<file path="config.mk">
export PLATFORM = sky130hd
export DESIGN_NAME = opfmt_unit
export DESIGN_NICKNAME = d
export VERILOG_FILES = /design/src/opfmt_pkg.sv /design/src/opfmt_if.sv /design/src/opfmt_regbank.sv /design/src/opfmt_unit.sv
export SDC_FILE = /design/constraint.sdc
export NUM_CORES = 1
export LEC_CHECK = 0
export ABC_CLOCK_PERIOD_IN_PS = 8600
export BUFFER_PORTS_ARGS = -buffer_cell sky130_fd_sc_hd__buf_2
export CORE_MARGIN = 8
export CORE_UTILIZATION = 45
export DETAILED_ROUTE_END_ITERATION = 16
export PLACE_DENSITY = 0.78
export SKIP_LAST_GASP = 1
export SYNTH_ARGS = -nofsm -noshare
export SYNTH_HDL_FRONTEND = slang
export SYNTH_SLANG_ARGS = --single-unit
</file>
<file path="constraint.sdc">
create_clock -name mclk_i -period 8.6 [get_ports mclk_i]
set_clock_uncertainty 0.05 [all_clocks]
set_input_delay 0.43 -clock mclk_i [delete_from_list [all_inputs] [get_ports mclk_i]]
set_output_delay 0.43 -clock mclk_i [all_outputs]
set_load 0.1 [all_outputs]
</file>
<file path="src/opfmt_pkg.sv">
// package: constants and types for the operand formatting unit
// Summary of operation
// - Operand sizes of 1, 8 (byte or two-digit bcd), 16 and 32 bits are handled.
// - Register bit positions run from 15 (msb) down to 0 (lsb).
// - Byte and bcd operands sit in bits 7..0, upper digit in 7..4, lower in 3..0.
// - Byte and bcd writes leave bits 15..8 of the destination unchanged.
// - A word operand fills all sixteen bits of one register.
// - A longword uses an even register for bits 31..16 and the next one for 15..0.
// - Bit operations on memory fetch a byte or word and pick the bit by number.
// - A word memory access at an odd byte address raises an address error.
// - Words in memory are big-endian: bits 15..8 at even n, bits 7..0 at n+1.
// - Exception stack saves and restores are always word accesses.
// - Pre-decrement or post-increment through the stack pointer is word sized.
// - The decoder takes the address field byte and extension before the opcode byte.
// - An interrupt is taken only above the 3-bit mask; level 8 is always taken.
package opfmt_pkg;
  localparam int unsigned NUM_REGS = 8;
  localparam logic [2:0] SP_INDEX = 3'h7;
  localparam logic [15:0] REG_RESET = 16'h0000;
  localparam logic [3:0] NMI_LEVEL = 4'h8;
  localparam logic [2:0] MASK_RESET = 3'h7;

  typedef enum logic [2:0]
  {
    SZ_BIT = 3'h0,
    SZ_BCD = 3'h1,
    SZ_BYTE = 3'h2,
    SZ_WORD = 3'h3,
    SZ_LONG = 3'h4
  } op_size_e;

  typedef enum logic [1:0]
  {
    DEC_ADDR = 2'h0,
    DEC_EXT = 2'h1,
    DEC_OPC = 2'h2
  } dec_state_e;
endpackage

</file>
<file path="src/opfmt_if.sv">
// interface: register file access between core logic and register bank
`timescale 1ns/1ps
interface opfmt_if;
  logic [2:0] rd_a;
  logic [2:0] rd_b;
  logic [15:0] rdata_a;
  logic [15:0] rdata_b;
  logic we_hi;
  logic we_lo;
  logic [2:0] wr_idx;
  logic [15:0] wdata;

  modport core
  (
    output rd_a, rd_b, we_hi, we_lo, wr_idx, wdata,
    input rdata_a, rdata_b
  );

  modport bank
  (
    input rd_a, rd_b, we_hi, we_lo, wr_idx, wdata,
    output rdata_a, rdata_b
  );
endinterface

</file>
<file path="src/opfmt_regbank.sv">
// general register bank with byte-lane write enables and registered reads
`timescale 1ns/1ps
module opfmt_regbank
(
  // clock and reset
  input wire logic clk,
  input wire logic rst_n,
  // access
  opfmt_if.bank rf
);
  logic [15:0] regs [opfmt_pkg::NUM_REGS];
  logic [15:0] next_regs [opfmt_pkg::NUM_REGS];
  logic [15:0] rdata_a;
  logic [15:0] rdata_b;

  always_comb
  begin
    for (int i = 0; i < opfmt_pkg::NUM_REGS; i++)
    begin
      next_regs[i] = regs[i];
    end
    // byte writes touch only the low lane
    if (rf.we_hi)
    begin
      next_regs[rf.wr_idx][15:8] = rf.wdata[15:8];
    end
    if (rf.we_lo)
    begin
      next_regs[rf.wr_idx][7:0] = rf.wdata[7:0];
    end
  end

  always_ff @(posedge clk or negedge rst_n)
  begin
    if (!rst_n)
    begin
      for (int i = 0; i < opfmt_pkg::NUM_REGS; i++)
      begin
        regs[i] <= opfmt_pkg::REG_RESET;
      end
      rdata_a <= opfmt_pkg::REG_RESET;
      rdata_b <= opfmt_pkg::REG_RESET;
    end
    else
    begin
      regs <= next_regs;
      rdata_a <= next_regs[rf.rd_a];
      rdata_b <= next_regs[rf.rd_b];
    end
  end

  assign rf.rdata_a = rdata_a;
  assign rf.rdata_b = rdata_b;

  chk_hi_lane_kept: assert property (@(posedge clk) disable iff (!rst_n)
    rf.we_lo && !rf.we_hi |=> regs[$past(rf.wr_idx)][15:8] == $past(regs[rf.wr_idx][15:8]))
    else $error("upper byte changed on byte write");
endmodule

</file>
<file path="src/opfmt_unit.sv">
// operand formatting, memory alignment, decode ordering and interrupt gate
`timescale 1ns/1ps
module opfmt_unit
(
  // clock and reset
  input wire logic mclk_i,
  input wire logic rst_n_i,
  // register write from execution
  input wire logic wr_valid_i,
  input wire logic [2:0] wr_size_i,
  input wire logic [2:0] wr_reg_i,
  input wire logic [31:0] wr_data_i,
  // register read
  input wire logic [2:0] rd_reg_i,
  input wire logic [2:0] rd_size_i,
  input wire logic [3:0] rd_bit_i,
  output logic [31:0] rd_data_o,
  output logic rd_bit_o,
  // memory operand request
  input wire logic mem_req_i,
  input wire logic [2:0] mem_size_i,
  input wire logic [15:0] mem_addr_i,
  input wire logic [15:0] mem_wdata_i,
  input wire logic mem_exc_stack_i,
  input wire logic mem_sp_auto_i,
  input wire logic [3:0] mem_bit_i,
  output logic mem_bit_o,
  // memory bus side
  output logic bus_req_o,
  output logic bus_word_o,
  output logic [15:0] bus_addr_o,
  output logic [15:0] bus_wdata_o,
  input wire logic [15:0] bus_rdata_i,
  output logic [15:0] bus_lane_data_o,
  output logic addr_err_o,
  // instruction byte stream
  input wire logic ib_valid_i,
  input wire logic [7:0] ib_byte_i,
  input wire logic ib_has_ext_i,
  output logic [7:0] dec_addr_field_o,
  output logic [7:0] dec_ext_o,
  output logic [7:0] dec_opcode_o,
  output logic dec_ea_start_o,
  output logic dec_done_o,
  // interrupts
  input wire logic [2:0] int_level_i,
  input wire logic int_req_i,
  input wire logic nmi_i,
  output logic int_accept_o,
  output logic [2:0] int_mask_o
);
  logic rst_s1;
  logic rst_n;
  opfmt_if rf();

  always_ff @(posedge mclk_i or negedge rst_n_i)
  begin
    if (!rst_n_i)
    begin
      rst_s1 <= 1'b0;
      rst_n <= 1'b0;
    end
    else
    begin
      rst_s1 <= 1'b1;
      rst_n <= rst_s1;
    end
  end

  opfmt_regbank u_bank
  (
    .clk(mclk_i),
    .rst_n(rst_n),
    .rf(rf)
  );

  function automatic logic is_word(input logic [2:0] sz);
    is_word = (sz == opfmt_pkg::SZ_WORD) || (sz == opfmt_pkg::SZ_LONG);
  endfunction

  // longword writes take two cycles: even register high half, then odd low half
  logic long_pend;
  logic next_long_pend;
  logic [15:0] long_lo;
  logic [15:0] next_long_lo;
  logic [2:0] long_reg;
  logic [2:0] next_long_reg;
  logic long_go;

  assign long_go = wr_valid_i && wr_size_i == opfmt_pkg::SZ_LONG;

  always_comb
  begin
    next_long_pend = long_go;
    next_long_lo = long_go ? wr_data_i[15:0] : long_lo;
    next_long_reg = long_go ? {wr_reg_i[2:1], 1'b1} : long_reg;
  end

  always_ff @(posedge mclk_i or negedge rst_n)
  begin
    if (!rst_n)
    begin
      long_pend <= 1'b0;
      long_lo <= 16'h0000;
      long_reg <= 3'h0;
    end
    else
    begin
      long_pend <= next_long_pend;
      long_lo <= next_long_lo;
      long_reg <= next_long_reg;
    end
  end

  // one bank write port: a long's low half takes it in the following cycle
  always_comb
  begin
    rf.wr_idx = wr_reg_i;
    rf.wdata = wr_data_i[15:0];
    rf.we_hi = 1'b0;
    rf.we_lo = 1'b0;
    if (long_go)
    begin
      rf.wr_idx = {wr_reg_i[2:1], 1'b0};
      rf.wdata = wr_data_i[31:16];
      rf.we_hi = 1'b1;
      rf.we_lo = 1'b1;
    end
    else if (long_pend)
    begin
      rf.wr_idx = long_reg;
      rf.wdata = long_lo;
      rf.we_hi = 1'b1;
      rf.we_lo = 1'b1;
    end
    else if (wr_valid_i)
    begin
      rf.we_lo = 1'b1;
      rf.we_hi = (wr_size_i == opfmt_pkg::SZ_WORD);
    end
  end

  // register read formatting
  logic [2:0] rd_size_q;
  logic [3:0] rd_bit_q;
  always_comb
  begin
    rf.rd_a = (rd_size_i == opfmt_pkg::SZ_LONG) ? {rd_reg_i[2:1], 1'b0} : rd_reg_i;
    rf.rd_b = {rd_reg_i[2:1], 1'b1};
  end

  always_ff @(posedge mclk_i or negedge rst_n)
  begin
    if (!rst_n)
    begin
      rd_size_q <= opfmt_pkg::SZ_WORD;
      rd_bit_q <= 4'h0;
    end
    else
    begin
      rd_size_q <= rd_size_i;
      rd_bit_q <= rd_bit_i;
    end
  end

  always_comb
  begin
    case (rd_size_q)
      opfmt_pkg::SZ_LONG: rd_data_o = {rf.rdata_a, rf.rdata_b};
      opfmt_pkg::SZ_WORD: rd_data_o = {16'h0000, rf.rdata_a};
      opfmt_pkg::SZ_BCD: rd_data_o = {24'h000000, rf.rdata_a[7:4], rf.rdata_a[3:0]};
      default: rd_data_o = {24'h000000, rf.rdata_a[7:0]};
    endcase
    rd_bit_o = rf.rdata_a[rd_bit_q];
  end

  // memory side: alignment, big-endian lanes, forced word size
  logic force_word;
  logic want_word;
  logic misalign;
  always_comb
  begin
    force_word = mem_exc_stack_i || mem_sp_auto_i;
    want_word = is_word(mem_size_i) || force_word;
    misalign = mem_req_i && want_word && mem_addr_i[0];
  end

  logic bus_req;
  logic bus_word;
  logic [15:0] bus_addr;
  logic [15:0] bus_wdata;
  logic addr_err;
  logic [3:0] mbit;
  logic mbyte;

  always_ff @(posedge mclk_i or negedge rst_n)
  begin
    if (!rst_n)
    begin
      bus_req <= 1'b0;
      bus_word <= 1'b0;
      bus_addr <= 16'h0000;
      bus_wdata <= 16'h0000;
      addr_err <= 1'b0;
      mbit <= 4'h0;
      mbyte <= 1'b0;
    end
    else
    begin
      bus_req <= mem_req_i && !misalign;
      addr_err <= misalign;
      bus_word <= want_word;
      bus_addr <= mem_addr_i;
      // byte goes on the lane of its address, as the read side expects
      bus_wdata <= want_word ? mem_wdata_i : (mem_addr_i[0] ? {8'h00, mem_wdata_i[7:0]}
        : {mem_wdata_i[7:0], 8'h00});
      mbit <= mem_bit_i;
      mbyte <= !want_word;
    end
  end

  assign bus_req_o = bus_req;
  assign bus_word_o = bus_word;
  assign bus_addr_o = bus_addr;
  assign bus_wdata_o = bus_wdata;
  assign addr_err_o = addr_err;

  // bus lines carry byte n on [15:8] and n+1 on [7:0]
  always_comb
  begin
    if (mbyte)
    begin
      bus_lane_data_o = {8'h00, bus_addr[0] ? bus_rdata_i[7:0] : bus_rdata_i[15:8]};
      mem_bit_o = bus_lane_data_o[{1'b0, mbit[2:0]}];
    end
    else
    begin
      bus_lane_data_o = bus_rdata_i;
      mem_bit_o = bus_rdata_i[mbit];
    end
  end

  // decoder byte order: address field, optional extension, opcode
  opfmt_pkg::dec_state_e dstate;
  opfmt_pkg::dec_state_e next_dstate;
  logic [7:0] ea_f;
  logic [7:0] next_ea_f;
  logic [7:0] ext_f;
  logic [7:0] next_ext_f;
  logic [7:0] opc_f;
  logic [7:0] next_opc_f;
  logic has_ext;
  logic next_has_ext;
  logic ea_start;
  logic next_ea_start;
  logic done;
  logic next_done;

  always_comb
  begin
    next_dstate = dstate;
    next_ea_f = ea_f;
    next_ext_f = ext_f;
    next_opc_f = opc_f;
    next_has_ext = has_ext;
    next_ea_start = 1'b0;
    next_done = 1'b0;
    if (ib_valid_i)
    begin
      case (dstate)
        opfmt_pkg::DEC_ADDR:
        begin
          next_ea_f = ib_byte_i;
          next_has_ext = ib_has_ext_i;
          next_ext_f = 8'h00;
          next_ea_start = !ib_has_ext_i;
          next_dstate = ib_has_ext_i ? opfmt_pkg::DEC_EXT : opfmt_pkg::DEC_OPC;
        end
        opfmt_pkg::DEC_EXT:
        begin
          next_ext_f = ib_byte_i;
          next_ea_start = 1'b1;
          next_dstate = opfmt_pkg::DEC_OPC;
        end
        default:
        begin
          next_opc_f = ib_byte_i;
          next_done = 1'b1;
          next_dstate = opfmt_pkg::DEC_ADDR;
        end
      endcase
    end
  end

  always_ff @(posedge mclk_i or negedge rst_n)
  begin
    if (!rst_n)
    begin
      dstate <= opfmt_pkg::DEC_ADDR;
      ea_f <= 8'h00;
      ext_f <= 8'h00;
      opc_f <= 8'h00;
      has_ext <= 1'b0;
      ea_start <= 1'b0;
      done <= 1'b0;
    end
    else
    begin
      dstate <= next_dstate;
      ea_f <= next_ea_f;
      ext_f <= next_ext_f;
      opc_f <= next_opc_f;
      has_ext <= next_has_ext;
      ea_start <= next_ea_start;
      done <= next_done;
    end
  end

  assign dec_addr_field_o = ea_f;
  assign dec_ext_o = ext_f;
  assign dec_opcode_o = opc_f;
  assign dec_ea_start_o = ea_start;
  assign dec_done_o = done;

  // interrupt acceptance against the mask
  logic [2:0] mask;
  logic [2:0] next_mask;
  logic accept;
  logic next_accept;
  always_comb
  begin
    next_accept = nmi_i || (int_req_i && int_level_i > mask);
    next_mask = mask;
    if (nmi_i)
    begin
      next_mask = opfmt_pkg::MASK_RESET;
    end
    else if (next_accept)
    begin
      next_mask = int_level_i;
    end
  end

  always_ff @(posedge mclk_i or negedge rst_n)
  begin
    if (!rst_n)
    begin
      mask <= opfmt_pkg::MASK_RESET;
      accept <= 1'b0;
    end
    else
    begin
      mask <= next_mask;
      accept <= next_accept;
    end
  end

  assign int_accept_o = accept;
  assign int_mask_o = mask;

  chk_odd_word_err: assert property (@(posedge mclk_i) disable iff (!rst_n)
    mem_req_i && mem_addr_i[0] && (mem_sp_auto_i || mem_exc_stack_i) |=> addr_err && !bus_req)
    else $error("odd stack access not trapped");
  chk_err_blocks_bus: assert property (@(posedge mclk_i) disable iff (!rst_n)
    addr_err |-> !bus_req_o)
    else $error("faulting access reached the bus");
  chk_even_word_ok: assert property (@(posedge mclk_i) disable iff (!rst_n)
    mem_req_i && !mem_addr_i[0] |=> bus_req_o && !addr_err_o)
    else $error("aligned access refused");
  chk_stack_word: assert property (@(posedge mclk_i) disable iff (!rst_n)
    mem_req_i && mem_exc_stack_i |=> bus_word_o)
    else $error("exception stack access not word");
  chk_nmi_taken: assert property (@(posedge mclk_i) disable iff (!rst_n)
    nmi_i |=> int_accept_o && int_mask_o == 3'h7)
    else $error("nmi not accepted");
  chk_mask_blocks: assert property (@(posedge mclk_i) disable iff (!rst_n)
    !nmi_i && int_req_i && int_level_i <= int_mask_o |=> !int_accept_o)
    else $error("masked interrupt accepted");
  chk_opc_after_ea: assert property (@(posedge mclk_i) disable iff (!rst_n)
    dec_done_o |-> $past(dstate) == opfmt_pkg::DEC_OPC)
    else $error("opcode taken before address field");
  chk_long_pair: assert property (@(posedge mclk_i) disable iff (!rst_n)
    long_go |=> long_pend && long_reg[0] ##1 !long_pend || long_go)
    else $error("longword low half not written");
endmodule
</file>
# Yosys cells after proc, flatten, opt, wreduce, memory -nomap -nowiden
# Cells that the tools add are included.
word_totals:
  latchBits: 0
  memories: 0
  out_inout_bits: 115
  wordCells: 118
  rom_bits: 0
  ff_bits: 261
  ramBits: 0
  input_bits: 124
classes:
  n_lt_le_gt_ge: 8
  bitwise_logic: 4
  reduce_logical: 20
  n_div: 0
  shifts: 0
  mux: 46
  eq_ne: 8
  addsub: 0
  mul: 0
ops:
  columns: ["cell", "count"]
  rows:
  - ["128-bit bitwise mux", 2]
  - ["128-bit 2-to-1 mux", 2]
  - ["16-bit 2-to-1 mux", 10]
  - ["16-bit binary-select mux with 3-bit select", 2]
  - ["16-bit demux with 3-bit select", 2]
  - ["32-bit one-hot mux with 2 select lines", 1]
  - ["8-bit 2-to-1 mux", 2]
  - ["8-bit one-hot mux with 2 select lines", 1]
  - ["1-bit 2-to-1 mux", 14]
  - ["3-bit == test (second input constant)", 4]
  - ["4-bit greater-or-equal comparator (second input constant)", 3]
  - ["3-bit 2-to-1 mux", 4]
  - ["3-bit inverter with 4-bit output", 3]
  - ["4-bit by 5-bit less-than comparator with 1-bit output (second input constant)", 2]
  - ["3-bit by 2-bit == test with 1-bit output (second input constant)", 3]
  - ["1-bit binary-select mux with 4-bit select", 2]
  - ["1-bit logical AND", 6]
  - ["2-bit AND reduction", 3]
  - ["3-bit by 5-bit less-than comparator with 1-bit output (second input constant)", 1]
  - ["1-bit logical OR", 4]
  - ["4-bit by 1-bit less-than comparator with 1-bit output (second input constant)", 1]
  - ["2-bit one-hot mux with 2 select lines", 1]
  - ["2-bit nonzero test", 2]
  - ["1-bit binary-select mux with 3-bit select", 1]
  - ["8 further kinds", 10]

# Depth between registers and ports, before layout
# Gate-level depths: netlist of the first run.
logic_depth:
  word_depth: 15
  mapped_depth: 10

# By module
# From an unflattened synthesis of the first run, not the netlist that was laid out.
unflattened:
  hier_cells: 1323
  hier_area_um2: 15015.7
modules_own_cells:
  columns: ["module", "area_each_um2", "cells_each", "instances", "seq_area_each_um2"]
  rows:
  - ["opfmt_regbank", 10301.1, 923, 1, 4003.8]
  - ["opfmt_unit", 4714.5, 400, 1, 2533.7]

# Worst setup path before layout of the first run
# Ideal clock, no wire load.
synth_timing:
  path_kind: "register to output"
  startpoint: "register bus_addr[0] (netlist: bus_addr_o[0])"
  endpoint: "output mem_bit_o"
  arrival_ps: 2549
  t_required_ps: 8120
  setup_slack_ps: 5571
  n_path_buf: 0
  path_stages_with_launch: 4
  path_cell_list: "dfrtp_1 > mux4_2 > mux4_2 > mux2_2"
synth_between:
  elab_chain_cells: 4
synth_lines:
  columns: ["element", "line", "rtl"]
  rows:
  - ["from (decl)", "opfmt_unit.sv:190", "logic [15:0] bus_addr;"]
  - ["from (signal assigned)", "opfmt_unit.sv:213", "bus_addr <= mem_addr_i;"]
  - ["8-bit 2-to-1 mux", "opfmt_unit.sv:233", "bus_lane_data_o = {8'h00, bus_addr[0] ? bus_rdata_i[7:0] : bus_rdata_i[15:8]};"]
  - ["1-bit binary-select mux with 3-bit select", "opfmt_unit.sv:234", "mem_bit_o = bus_lane_data_o[{1'b0, mbit[2:0]}];"]
  - ["1-bit 2-to-1 mux (implied by the code)", "opfmt_unit.sv:234", null]
  - ["1-bit 2-to-1 mux", "opfmt_unit.sv:231", "if (mbyte)"]
  - ["to (decl)", "opfmt_unit.sv:27", "output logic mem_bit_o,"]
# No other way between the ends. The select of a mux whose other input is x is not followed.

# Worst setup path after layout of the first run
layout_timing:
  startpoint: "register long_pend"
  endpoint: "register u_bank.rdata_a[13] (netlist: u_bank.rf.rdata_a[13])"
layout_between:
  elab_chain_cells: 14
layout_lines:
  columns: ["element", "line", "rtl"]
  rows:
  - ["from (decl)", "opfmt_unit.sv:82", "logic long_pend;"]
  - ["from (signal assigned)", "opfmt_unit.sv:109", "long_pend <= next_long_pend;"]
  - ["3-bit 2-to-1 mux", "opfmt_unit.sv:129", "else if (long_pend)"]
  - ["3-bit 2-to-1 mux", "opfmt_unit.sv:122", "if (long_go)"]
  - ["3-bit inverter with 4-bit output (implied by the code)", "opfmt_regbank.sv:25, opfmt_regbank.sv:29", null]
  - ["4-bit greater-or-equal comparator (implied by the code) / 4-bit by 1-bit less-than comparator with 1-bit output (equally long branches)", "opfmt_regbank.sv:25", "next_regs[rf.wr_idx][15:8] = rf.wdata[15:8];"]
  - ["1-bit logical AND (implied by the code)", "opfmt_regbank.sv:25", null]
  - ["16-bit 2-to-1 mux (implied by the code)", "opfmt_regbank.sv:25", null]
  - ["16-bit demux with 3-bit select", "opfmt_regbank.sv:25", null]
  - ["128-bit bitwise mux", "opfmt_regbank.sv:25", null]
  - ["128-bit 2-to-1 mux", "opfmt_regbank.sv:23", "if (rf.we_hi)"]
  - ["128-bit bitwise mux", "opfmt_regbank.sv:29", "next_regs[rf.wr_idx][7:0] = rf.wdata[7:0];"]
  - ["128-bit 2-to-1 mux (*)", "opfmt_regbank.sv:27", "if (rf.we_lo)"]
  - ["16-bit binary-select mux with 3-bit select (*)", "opfmt_regbank.sv:47", "rdata_a <= next_regs[rf.rd_a];"]
  - ["16-bit 2-to-1 mux (implied by the code) (*) (2 in series)", "opfmt_regbank.sv:47", null]
  - ["to (signal assigned)", "opfmt_regbank.sv:41", "rdata_a <= opfmt_pkg::REG_RESET;"]
  - ["to (signal assigned)", "opfmt_regbank.sv:47", null]
  - ["to (decl)", "opfmt_regbank.sv:13", "logic [15:0] rdata_a;"]
# Every way passes the cells marked *; elsewhere a longest branch is shown, timed or not. The select of a mux whose other input is x is not followed.
# A chain may end at the register's enable or synchronous reset.

==> qor.txt, run 1 <==
outcome - complete, no violations
DIE AREA - 0.03312 sq mm
Initial Utilization - 0.4588
GRT Residual Overflow - 0
Levels on crit path - 8
Post-Syn Area per Cell - 11.45 sq um
crit path kind - reg2reg
number of enable flip-flop cells after synthesis - 0
Die Span Y - 182 um
Bufs on Longest Clock Path - 3
Synth cell types - 64
maximum vdd ir drop - 0.1701 mV
fraction of registers with async set/reset - 1.000
crit-path max cell delay - 780 ps
Tot GR Track Use - 0.1965
CTS H-tree depth - 1
CP Capture Type - flop
hold path depth - 3
setup TNS - 0 ps
placed cell area - 0.01384 sq mm
hpwl dp - 23540 um
Initial DRT Pass Iterations - 5
Die Width - 182 um
Seq/Total Area, Yosys - 0.5272
Placeable Area - 0.02703 sq mm
ANT nets after route - 0
Critical Path RT - 9020 ps
vias in the first global route - 9769
cell row count - 60
LEAKAGE - 0.007756 uW
DRC - 0
CP Cell Sequence - buf_4, mux2_2, o211ai_1, buf_4, a21boi_1, mux2i_1, o22ai_1, a31oi_1
final-report hold violation count - 0
Post-Syn Instances - 1083
initial antenna violation count - 3
max-cap violation count - 0
Largest delay share family, worst path - compound AO/OA/AOI/OAI gates
GP Congestion - 0.8773
synthesized cell area - 0.01240 sq mm
First DRT Iteration DRCs - 712
overall power - 3978 uW
yosys warns - 0
R2R cell count - 8
TritonCTS Buffers - 28
largest net degree at the start of global routing - 86
DR WL/cell - 19.51 um
Final Instance Area - 0.01503 sq mm
clock latency at the later pin of the worst-skew pair - 550 ps
layout cell share with drive strength beyond 1 - 0.3193
cell count after placement - 1613
max reg flops - 128
total number of vias - 9134
CTS root buf - clkbuf_16
Least-Margin Pin Slew - 1214 ps
Routed WL - 33010 um
nets - 1456
max_slew headroom - 0.1909
hold crit path type - in2reg
vias per std cell - 5.398
# clock sinks - 261
hold slack - 33.24 ps
Worst Path Buf+Inv - 2
endpoints failing setup - 0
RSZ-0062 raised after global routing - false
Final Max Slew Viols - 0
most flop-heavy register - u_bank.regs
CTS tree - built
final cycle utilization of the critical path - 0.3790
Setup Fix Bufs, Post-CTS - 0
worst-path fanout max - 23
clk slew on worst S/H paths - 60 ps
CP most frequent cell - buf_4
fillers - 2270
Synthesized Nets - 1210
Max stage delay cell, worst path - dfrtp_1
final cell count without fillers - 1692
synthesis-stage register bit count - 261
synthesis-to-finish area growth - 21.21%
crit path DAT - 3680 ps
first-pass GRT wire length - 52610 um
port bufs - 238
Fmax - 306.8 MHz
P per Cell Area - 264.6 mW/mm^2
Top Ports - 239
fin crit period - 3260 ps
main flop type after synthesis - dfrtp_1
startpoint type of the worst setup path - flop
==> area by class of cell <==
cell class	instances	area [sq um]	share of cell area
antenna	1	2.502	0.0001665
sequential	261	6541	0.4352
inverter	89	334.1	0.02223
tap	341	426.7	0.02839
timing repair buffer	275	1536	0.1022
multi-input combinational	674	5273	0.3508
clock buffer	40	795.8	0.05294
clock inverter	11	121.4	0.008075
==> cells by family (layout without fill, tap and decap cells) <==
logic type / count (synthesis) / count (layout) / synth area share
AND/OR/NAND/NOR: 285 / 285 / 0.1168
flip-flops: 261 / 261 / 0.5272
multiplexers: 212 / 212 / 0.2042
AO/OA/AOI/OAI: 173 / 173 / 0.09878
buffers and inverters: 148 / 415 / 0.04964
adder cells (fa/ha/maj): 3 / 3 / 0.003027
other: 1 / 2 / 0.0003024
==> layer usage <==
layer / routed length [um] / vias to the layer above / GRT usage / share of wire
met4: 948 / 4 / 0.06428 / 0.029
met2: 16830 / 273 / 0.3509 / 0.51
met3: 1826 / 80 / 0.03992 / 0.055
met1: 13370 / 4530 / 0.2332 / 0.41
li1: - / 4247 / - / -
met5: 22 / - / 0 / 0.00067
==> report_power, final <==
group	switching (uW)	internal, uW	leakage [uW]	total [uW]
logic	851	321	0.00411	1170
registers	127	1490	0.00320	1620
clock network	487	703	0.000448	1190
total	1470	2510	0.00776	3980
==> tightest hold or removal path: stages <==
cell and delay (ps):
buf_2 70, nand2_1 40, o21ai_0 50
==> stage by stage <==
step	worst slack (ps)	utilization
2_1_floorplan	746.5	-
3_3_place_gp	5296	0.5121
3_5_place_dp	5221	0.5121
4_1_cts	5326	0.5561
5_1_grt	5203	0.5562
6_report	5340	0.5562
==> path summary, 6_finish.rpt <==
check | slack [ps] | from | endpoint
worst max register to register | 5340 | long_pend$_DFF_PN0_ | u_bank.rf.rdata_a[13]$_DFF_PN0_
max in group asynchronous | 5960 | rst_n$_DFF_PN0_ | u_bank.regs[104]$_DFF_PN0_
min in group asynchronous | 150 | rst_n_i | rst_n$_DFF_PN0_
worst max-delay path | 5340 | long_pend$_DFF_PN0_ | u_bank.rf.rdata_a[13]$_DFF_PN0_
worst min register to register | 310 | rst_n$_DFF_PN0_ | bus_wdata_o[9]$_DFF_PN0_
worst min-delay path | 30 | mem_wdata_i[8] | bus_wdata_o[8]$_DFF_PN0_
==> cell usage after synthesis, types with 9 or more instances <==
| cell | number | area share |
|---|---|---|
| o22ai_1 | 9 | 0.0045 |
| nor2_1 | 13 | 0.0039 |
| dfrtp_1 | 256 | 0.52 |
| o2111ai_1 | 16 | 0.011 |
| a22oi_1 | 13 | 0.0079 |
| inv_1 | 88 | 0.027 |
| and2_1 | 16 | 0.0081 |
| mux2i_1 | 104 | 0.084 |
| mux2_2 | 80 | 0.073 |
| o211ai_1 | 20 | 0.012 |
| nand2_1 | 163 | 0.049 |
| nor2b_1 | 19 | 0.0096 |
| nand2b_1 | 45 | 0.023 |
| a21oi_1 | 10 | 0.0040 |
| mux4_2 | 23 | 0.042 |
| o21ai_0 | 51 | 0.021 |
| clkbuf_1 | 37 | 0.011 |
==> cells in the final DEF, fill, tap and decap left out, drive strengths merged, types with 6 or more instances in the layout <==
master / instances
dlygate4sd3: 27
o21ai: 58
nand2: 163
a22oi: 13
a2bb2oi: 6
mux2i: 106
o22ai: 9
and2: 16
dfrtp: 256
mux2: 83
buf: 248
a21oi: 10
o2111ai: 16
clkbuf: 40
nor2: 13
clkinv: 7
nand2b: 45
mux4: 23
a22o: 8
nor2b: 22
o211ai: 20
inv: 89
a31oi: 8
==> what timing repair did <==
item	4_1_cts	5_1_grt
resized for setup	0	0
hold buffers	27	0
endpoints found under the setup margin	0	0
endpoints found under the hold margin	28	0
Note: power is estimated with default switching activity, not from simulation.
==> run 2: changes to the inputs <==
Settings changed: ABC_AREA set to 1, ABC_CLOCK_PERIOD_IN_PS 8600 to 3400.
Clock period 8.6 ns to 3.4 ns, I/O delays scaled along.
==> qor.txt, run 2 <==
CP Cell Sequence - inv_1, ha_1, a21oi_1, o21ai_0, a31o_2, o21ai_0, dlygate4sd3_1, o21ai_0, dlygate4sd3_1
internal power - 6828 uW
yosys warns - 0
most frequent cells in the layout - 521 x nand2_1, 255 x nand3_1, 255 x dfrtp_1
CP Capture Type - flop
ANT nets after route - 0
synthesis-to-finish area growth - 27.42%
most flop-heavy register - u_bank.regs
Initial DRT Pass Iterations - 5
Bufs on Longest Clock Path - 3
largest net degree at the start of global routing - 66
post_cts resized - 0
clock network power share - 0.326
Top Ports - 239
R2R cell count - 9
final-report hold violation count - 0
area fraction of the dominant cell type after synthesis - 0.4931
min-delay src - wr_size_i[0]
R2R setup slack - 520 ps
fraction of registers with async set/reset - 1.000
nets - 2086
layout cell share with drive strength beyond 1 - 0.1811
Final Max Slew Viols - 0
Placeable Area - 0.02855 sq mm
Synth cell types - 36
vias in the first global route - 13259
Worst Path Buf+Inv - 3
most numerous cell in the Yosys netlist - nand2_1
Post-Syn Instances - 1665
hold path depth - 5
Synth area leader - dfrtp_1
max_slew headroom - 0.2066
Die Width - 185.9 um
top post-synthesis cells by area - dfrtp_1 49%, nand2_1 15%, nand3_1 9.8%
setup TNS - 0 ps
sequential power share - 0.369
crit path DAT - 3310 ps
# clock sinks - 261
crit-path max cell delay - 580 ps
port bufs - 238
reg-to-reg startpoint - int_mask_o[2]$_DFFE_PN1P_
final cycle utilization of the critical path - 0.8465
initial antenna violation count - 1
Least-Margin Pin Slew - 1190 ps
switching power - 4133 uW
vias per std cell - 5.583
Fmax - 347.5 MHz
synth cell count leaders - 521 x nand2_1, 256 x dfrtp_1, 255 x nand3_1, 129 x o21ai_0, 121 x inv_1
P per Cell Area - 662.2 mW/mm^2
fillers - 2505
max-cap violation count - 0
clock latency at the later pin of the worst-skew pair - 560 ps
first-pass GRT wire length - 66850 um
DRC - 0
DR WL/cell - 17.58 um
synthesized cell area - 0.01299 sq mm
CTS tree - built
hold crit path type - in2reg
endpoints failing setup - 0
DIE AREA - 0.03456 sq mm
Gate power share - 0.305
Initial Utilization - 0.4551
max reg flops - 128
RSZ-0062 raised after global routing - false
total number of vias - 13221
fin crit period - 2878 ps
clk slew on worst S/H paths - 60 ps
Largest delay share family, worst path - buffers and inverters
Max stage delay cell, worst path - dlygate4sd3_1
worst-path fanout max - 7
hpwl dp - 26850 um
CTS root buf - clkbuf_16
synthesis-stage register bit count - 261
Post-Syn Area per Cell - 7.803 sq um
GP Congestion - 0.9014
crit path kind - reg2reg
Sw Ratio - 0.3771
GRT Residual Overflow - 0
Synthesized Nets - 1792
cell row count - 62
Reg-to-Reg End - int_mask_o[1]$_DFFE_PN1P_
First DRT Iteration DRCs - 1165
Hold EP - long_reg[2]$_DFFE_PN0P_
number of enable flip-flop cells after synthesis - 0
TritonCTS Buffers - 29
Routed WL - 41620 um
hold-fix buffers at CTS - 94
CTS H-tree depth - 1
hold slack - 69.76 ps
LEAKAGE - 0.008788 uW
maximum vdd ir drop - 0.6183 mV
Critical Path RT - 3830 ps
Setup Fix Bufs, Post-CTS - 0
Seq/Total Area, Yosys - 0.5032
startpoint type of the worst setup path - flop
most common cell after layout, fill and taps aside - nand2_1
Die Span Y - 185.9 um
Tot GR Track Use - 0.2373
outcome - complete, no violations
CP most frequent cell - o21ai_0
main flop type after synthesis - dfrtp_1
[run 2: cell count changes in the layout (fill, tap and decap cells not counted), moves of 71 or more]
| cell | delta |
|---|---|
| mux2_2 | -80 |
| mux2i_1 | -104 |
| nand2_1 | +358 |
| nand3_1 | +253 |
| nand4_1 | +99 |
| o21ai_0 | +71 |
[run 2: stage by stage]
stage / total power, uW / util / worst slack, ps / cell area (sq um) / cells
CTS: 10960 / 0.5797 / 530.3 / 16550 / 2366
global placement: 7183 / 0.5082 / 709.0 / 14510 / 2218
floorplan: 6555 / - / 237.6 / 13010 / 1665
detailed placement: 7275 / 0.5082 / 606.8 / 14510 / 2218
finish: 10960 / 0.5799 / 522.1 / 16550 / 2368
global route: 11470 / 0.5798 / 250.7 / 16550 / 2367
[run 2: worst max-delay path by stage]
stage | startpoint | end | slack (ps) | cells past startpoint
after global routing | mbit[0]$_DFF_PN0_ | mem_bit_o | 250 | 7
final | int_mask_o[2]$_DFFE_PN1P_ | int_mask_o[1]$_DFFE_PN1P_ | 520 | 9
after floorplan | bus_addr_o[0]$_DFF_PN0_ | bus_lane_data_o[1] | 240 | 4
after detailed placement | long_pend$_DFF_PN0_ | u_bank.rf.rdata_a[3]$_DFF_PN0_ | 610 | 13
after global placement | long_pend$_DFF_PN0_ | u_bank.rf.rdata_a[6]$_DFF_PN0_ | 710 | 13
after CTS | mbit[0]$_DFF_PN0_ | mem_bit_o | 530 | 7
[run 2: area by class of cell]
type	count	area, sq um	area share
clock buffer	33	760.7	0.04596
antenna	2	5.005	0.0003023
inverter	126	473.0	0.02857
multi-input combinational	1180	5554	0.3355
sequential	261	6541	0.3952
timing repair buffer	361	2400	0.1450
tap	384	480.5	0.02902
clock inverter	21	339.1	0.02048
[run 2: layer usage]
metal	up-vias	global-route usage	routed length, um
li1	6113	-	-
met1	6377	0.2775	15770
met2	565	0.4087	21080
met3	166	0.03865	2460
met4	0	0.1362	2305
met5	-	0	0
[run 2: cell families (layout without fill, tap and decap cells)]
group	count (synthesis)	count (layout)	share of synthesized area
AOI/OAI and AO/OA	176	176	0.06973
buffers and inverters	224	541	0.07175
and+or+nand+nor	1000	1000	0.3521
other	1	3	0.0002887
DFF	261	261	0.5032
adders and majority gates	3	3	0.002890
[run 2: worst register-to-register path: stages (launching register included)]
cell           delay [ps]
dfstp_2               530
inv_1                  60
ha_1                  300
a21oi_1               150
o21ai_0                90
a31o_2                250
o21ai_0               100
dlygate4sd3_1         580
o21ai_0               100
dlygate4sd3_1         580
[run 2: power groups by stage]
stage	Combinational, uW	Clock, uW	Sequential (uW)
4_1_cts	3310	3620	4030
2_1_floorplan	1730	0	4830
6_report	3350	3570	4040
3_5_place_dp	3200	0	4070
5_1_grt	3620	3750	4100
3_3_place_gp	3120	0	4060
==> run 3: changes to the inputs <==
Settings changed: ABC_AREA 1 to 0, ABC_CLOCK_PERIOD_IN_PS 3400 to 2700.
Clock period 3.4 ns to 2.7 ns, I/O delays scaled along.
==> qor.txt, run 3 (same netlist as run 1, synthesis figures left out) <==
worst-path fanout max - 7
hold path depth - 4
initial antenna violation count - 2
CTS H-tree depth - 1
Initial Utilization - 0.4588
final cycle utilization of the critical path - 0.9876
Tot GR Track Use - 0.2122
Bufs on Longest Clock Path - 3
Fmax - 375.0 MHz
DIE AREA - 0.03312 sq mm
DR WL/cell - 19.66 um
largest net degree at the start of global routing - 63
hold crit path type - in2reg
final-report hold violation count - 0
Layout Utilization - 0.5954
Sw Ratio - 0.3661
P per Cell Area - 798.8 mW/mm^2
Max stage delay cell, worst path - mux4_2
hpwl dp - 24670 um
CTS tree - built
Gate power share - 0.303
switching power - 4706 uW
crit path kind - reg2out
ANT nets after route - 0
synthesis-to-finish area growth - 29.75%
Die Span Y - 182 um
startpoint type of the worst setup path - flop
GRT Residual Overflow - 0
most common cell after layout, fill and taps aside - dfrtp_1
Placeable Area - 0.02703 sq mm
Critical Path RT - 2520 ps
first-pass GRT wire length - 56860 um
CP Cell Sequence - mux4_2, mux4_2, mux2_2, buf_6
# clock sinks - 261
most frequent cells in the layout - 252 x dfrtp_1, 237 x buf_2, 163 x nand2_1
RSZ-0062 raised after global routing - true
layout cell share with drive strength beyond 1 - 0.3230
endpoints failing setup - 0
Levels on crit path - 4
fin crit period - 2667 ps
Routed WL - 35340 um
Initial DRT Pass Iterations - 5
TritonCTS Buffers - 29
Least-Margin Pin Slew - 1180 ps
internal power - 8147 uW
fillers - 2153
pre-CTS setup slack - 11.92 ps
clock latency at the later pin of the worst-skew pair - 540 ps
Die Width - 182 um
First DRT Iteration DRCs - 739
GP Congestion - 0.8534
cell row count - 60
Largest delay share family, worst path - multiplexers
crit path DAT - 2480 ps
multi-input logic area - 0.005300 sq mm
clock network power share - 0.297
CTS root buf - clkbuf_16
maximum vdd ir drop - 0.5828 mV
outcome - complete, no violations
nets - 1561
DRC - 0
R2R cell count - 7
vias per std cell - 5.381
vias in the first global route - 10554
LEAKAGE - 0.008253 uW
Top Ports - 239
Register Area - 0.006545 sq mm
Final Max Slew Viols - 0
total number of vias - 9670
PnR worst setup slack - 33.43 ps
Worst Path Buf+Inv - 1
CP most frequent cell - mux4_2
max reg flops - 128
max-cap violation count - 0
overall power - 12850 uW
most flop-heavy register - u_bank.regs
sequential power share - 0.400
final cell count without fillers - 1797
port bufs - 238
R2R setup slack - 120 ps
clk slew on worst S/H paths - 60 ps
CP Capture Type - output pin
max_slew headroom - 0.2081
crit-path max cell delay - 520 ps
cell count after placement - 1643
## run 3: per-layer routing
| layer | vias up | global-route usage | share of wire | wire length [um] |
|---|---|---|---|---|
| met5 | - | 0 | 0.00037 | 13 |
| met2 | 326 | 0.3910 | 0.53 | 18570 |
| li1 | 4460 | - | - | - |
| met4 | 2 | 0.07084 | 0.036 | 1279 |
| met3 | 92 | 0.03653 | 0.051 | 1798 |
| met1 | 4790 | 0.2451 | 0.39 | 13680 |
## run 3: path summary, 6_finish.rpt
path                                      from                             end
max reg2reg                long_pend$_DFF_PN0_  u_bank.rf.rdata_a[5]$_DFF_PN0_
max                          mbit[0]$_DFF_PN0_                       mem_bit_o
min reg2reg                   rst_s1$_DFF_PN0_                 rst_n$_DFF_PN0_
min                              wr_data_i[18]       u_bank.regs[50]$_DFF_PN0_
max in group asynchronous      rst_n$_DFF_PN0_          rd_size_q[0]$_DFF_PN1_
min in group asynchronous      rst_n$_DFF_PN0_       u_bank.regs[94]$_DFF_PN0_
## run 3: timing repair
| action | 4_1_cts | 5_1_grt |
|---|---|---|
| hold endpoints to repair | 128 | 0 |
| gates resized for setup | 5 | 7 |
| setup endpoints to repair | 2 | 21 |
| setup buffers | 2 | 0 |
| hold buffers | 99 | 0 |
## run 3: cell type report
cell class / instances / area share
sequential: 261 / 0.4068
multi-input combinational: 674 / 0.3294
timing repair buffer: 379 / 0.1595
clock buffer: 41 / 0.05039
tap: 341 / 0.02652
inverter: 89 / 0.02076
clock inverter: 11 / 0.006532
antenna: 1 / 0.0001555
## run 3: worst reg2reg max path: cells and delay by family (launching register included)
| family | cells | cell delay [ps] |
|---|---|---|
| AND/OR/NAND/NOR | 3 | 670 |
| AO/OA/AOI/OAI | 1 | 580 |
| flip-flops | 1 | 470 |
| multiplexers | 2 | 460 |
| buffers and inverters | 1 | 220 |
## run 3: power groups by stage
stage          combinational (uW)  sequential, uW  clock (uW)
2_1_floorplan                1970            6100           0
3_3_place_gp                 3670            5160           0
3_5_place_dp                 3760            5200           0
4_1_cts                      3900            5140        3900
5_1_grt                      4140            5220        4040
6_report                     3890            5140        3820
## run 3: through the flow
step                      area (sq um)  setup TNS (ps)  hold slack (ps)
after floorplan                  12400          -34.32           -210.6
after global placement           14130               0           -129.4
after detailed placement         14130               0           -119.6
after CTS                        16060               0            14.54
after global routing             16090          -24.19            45.44
final                            16090               0            31.66
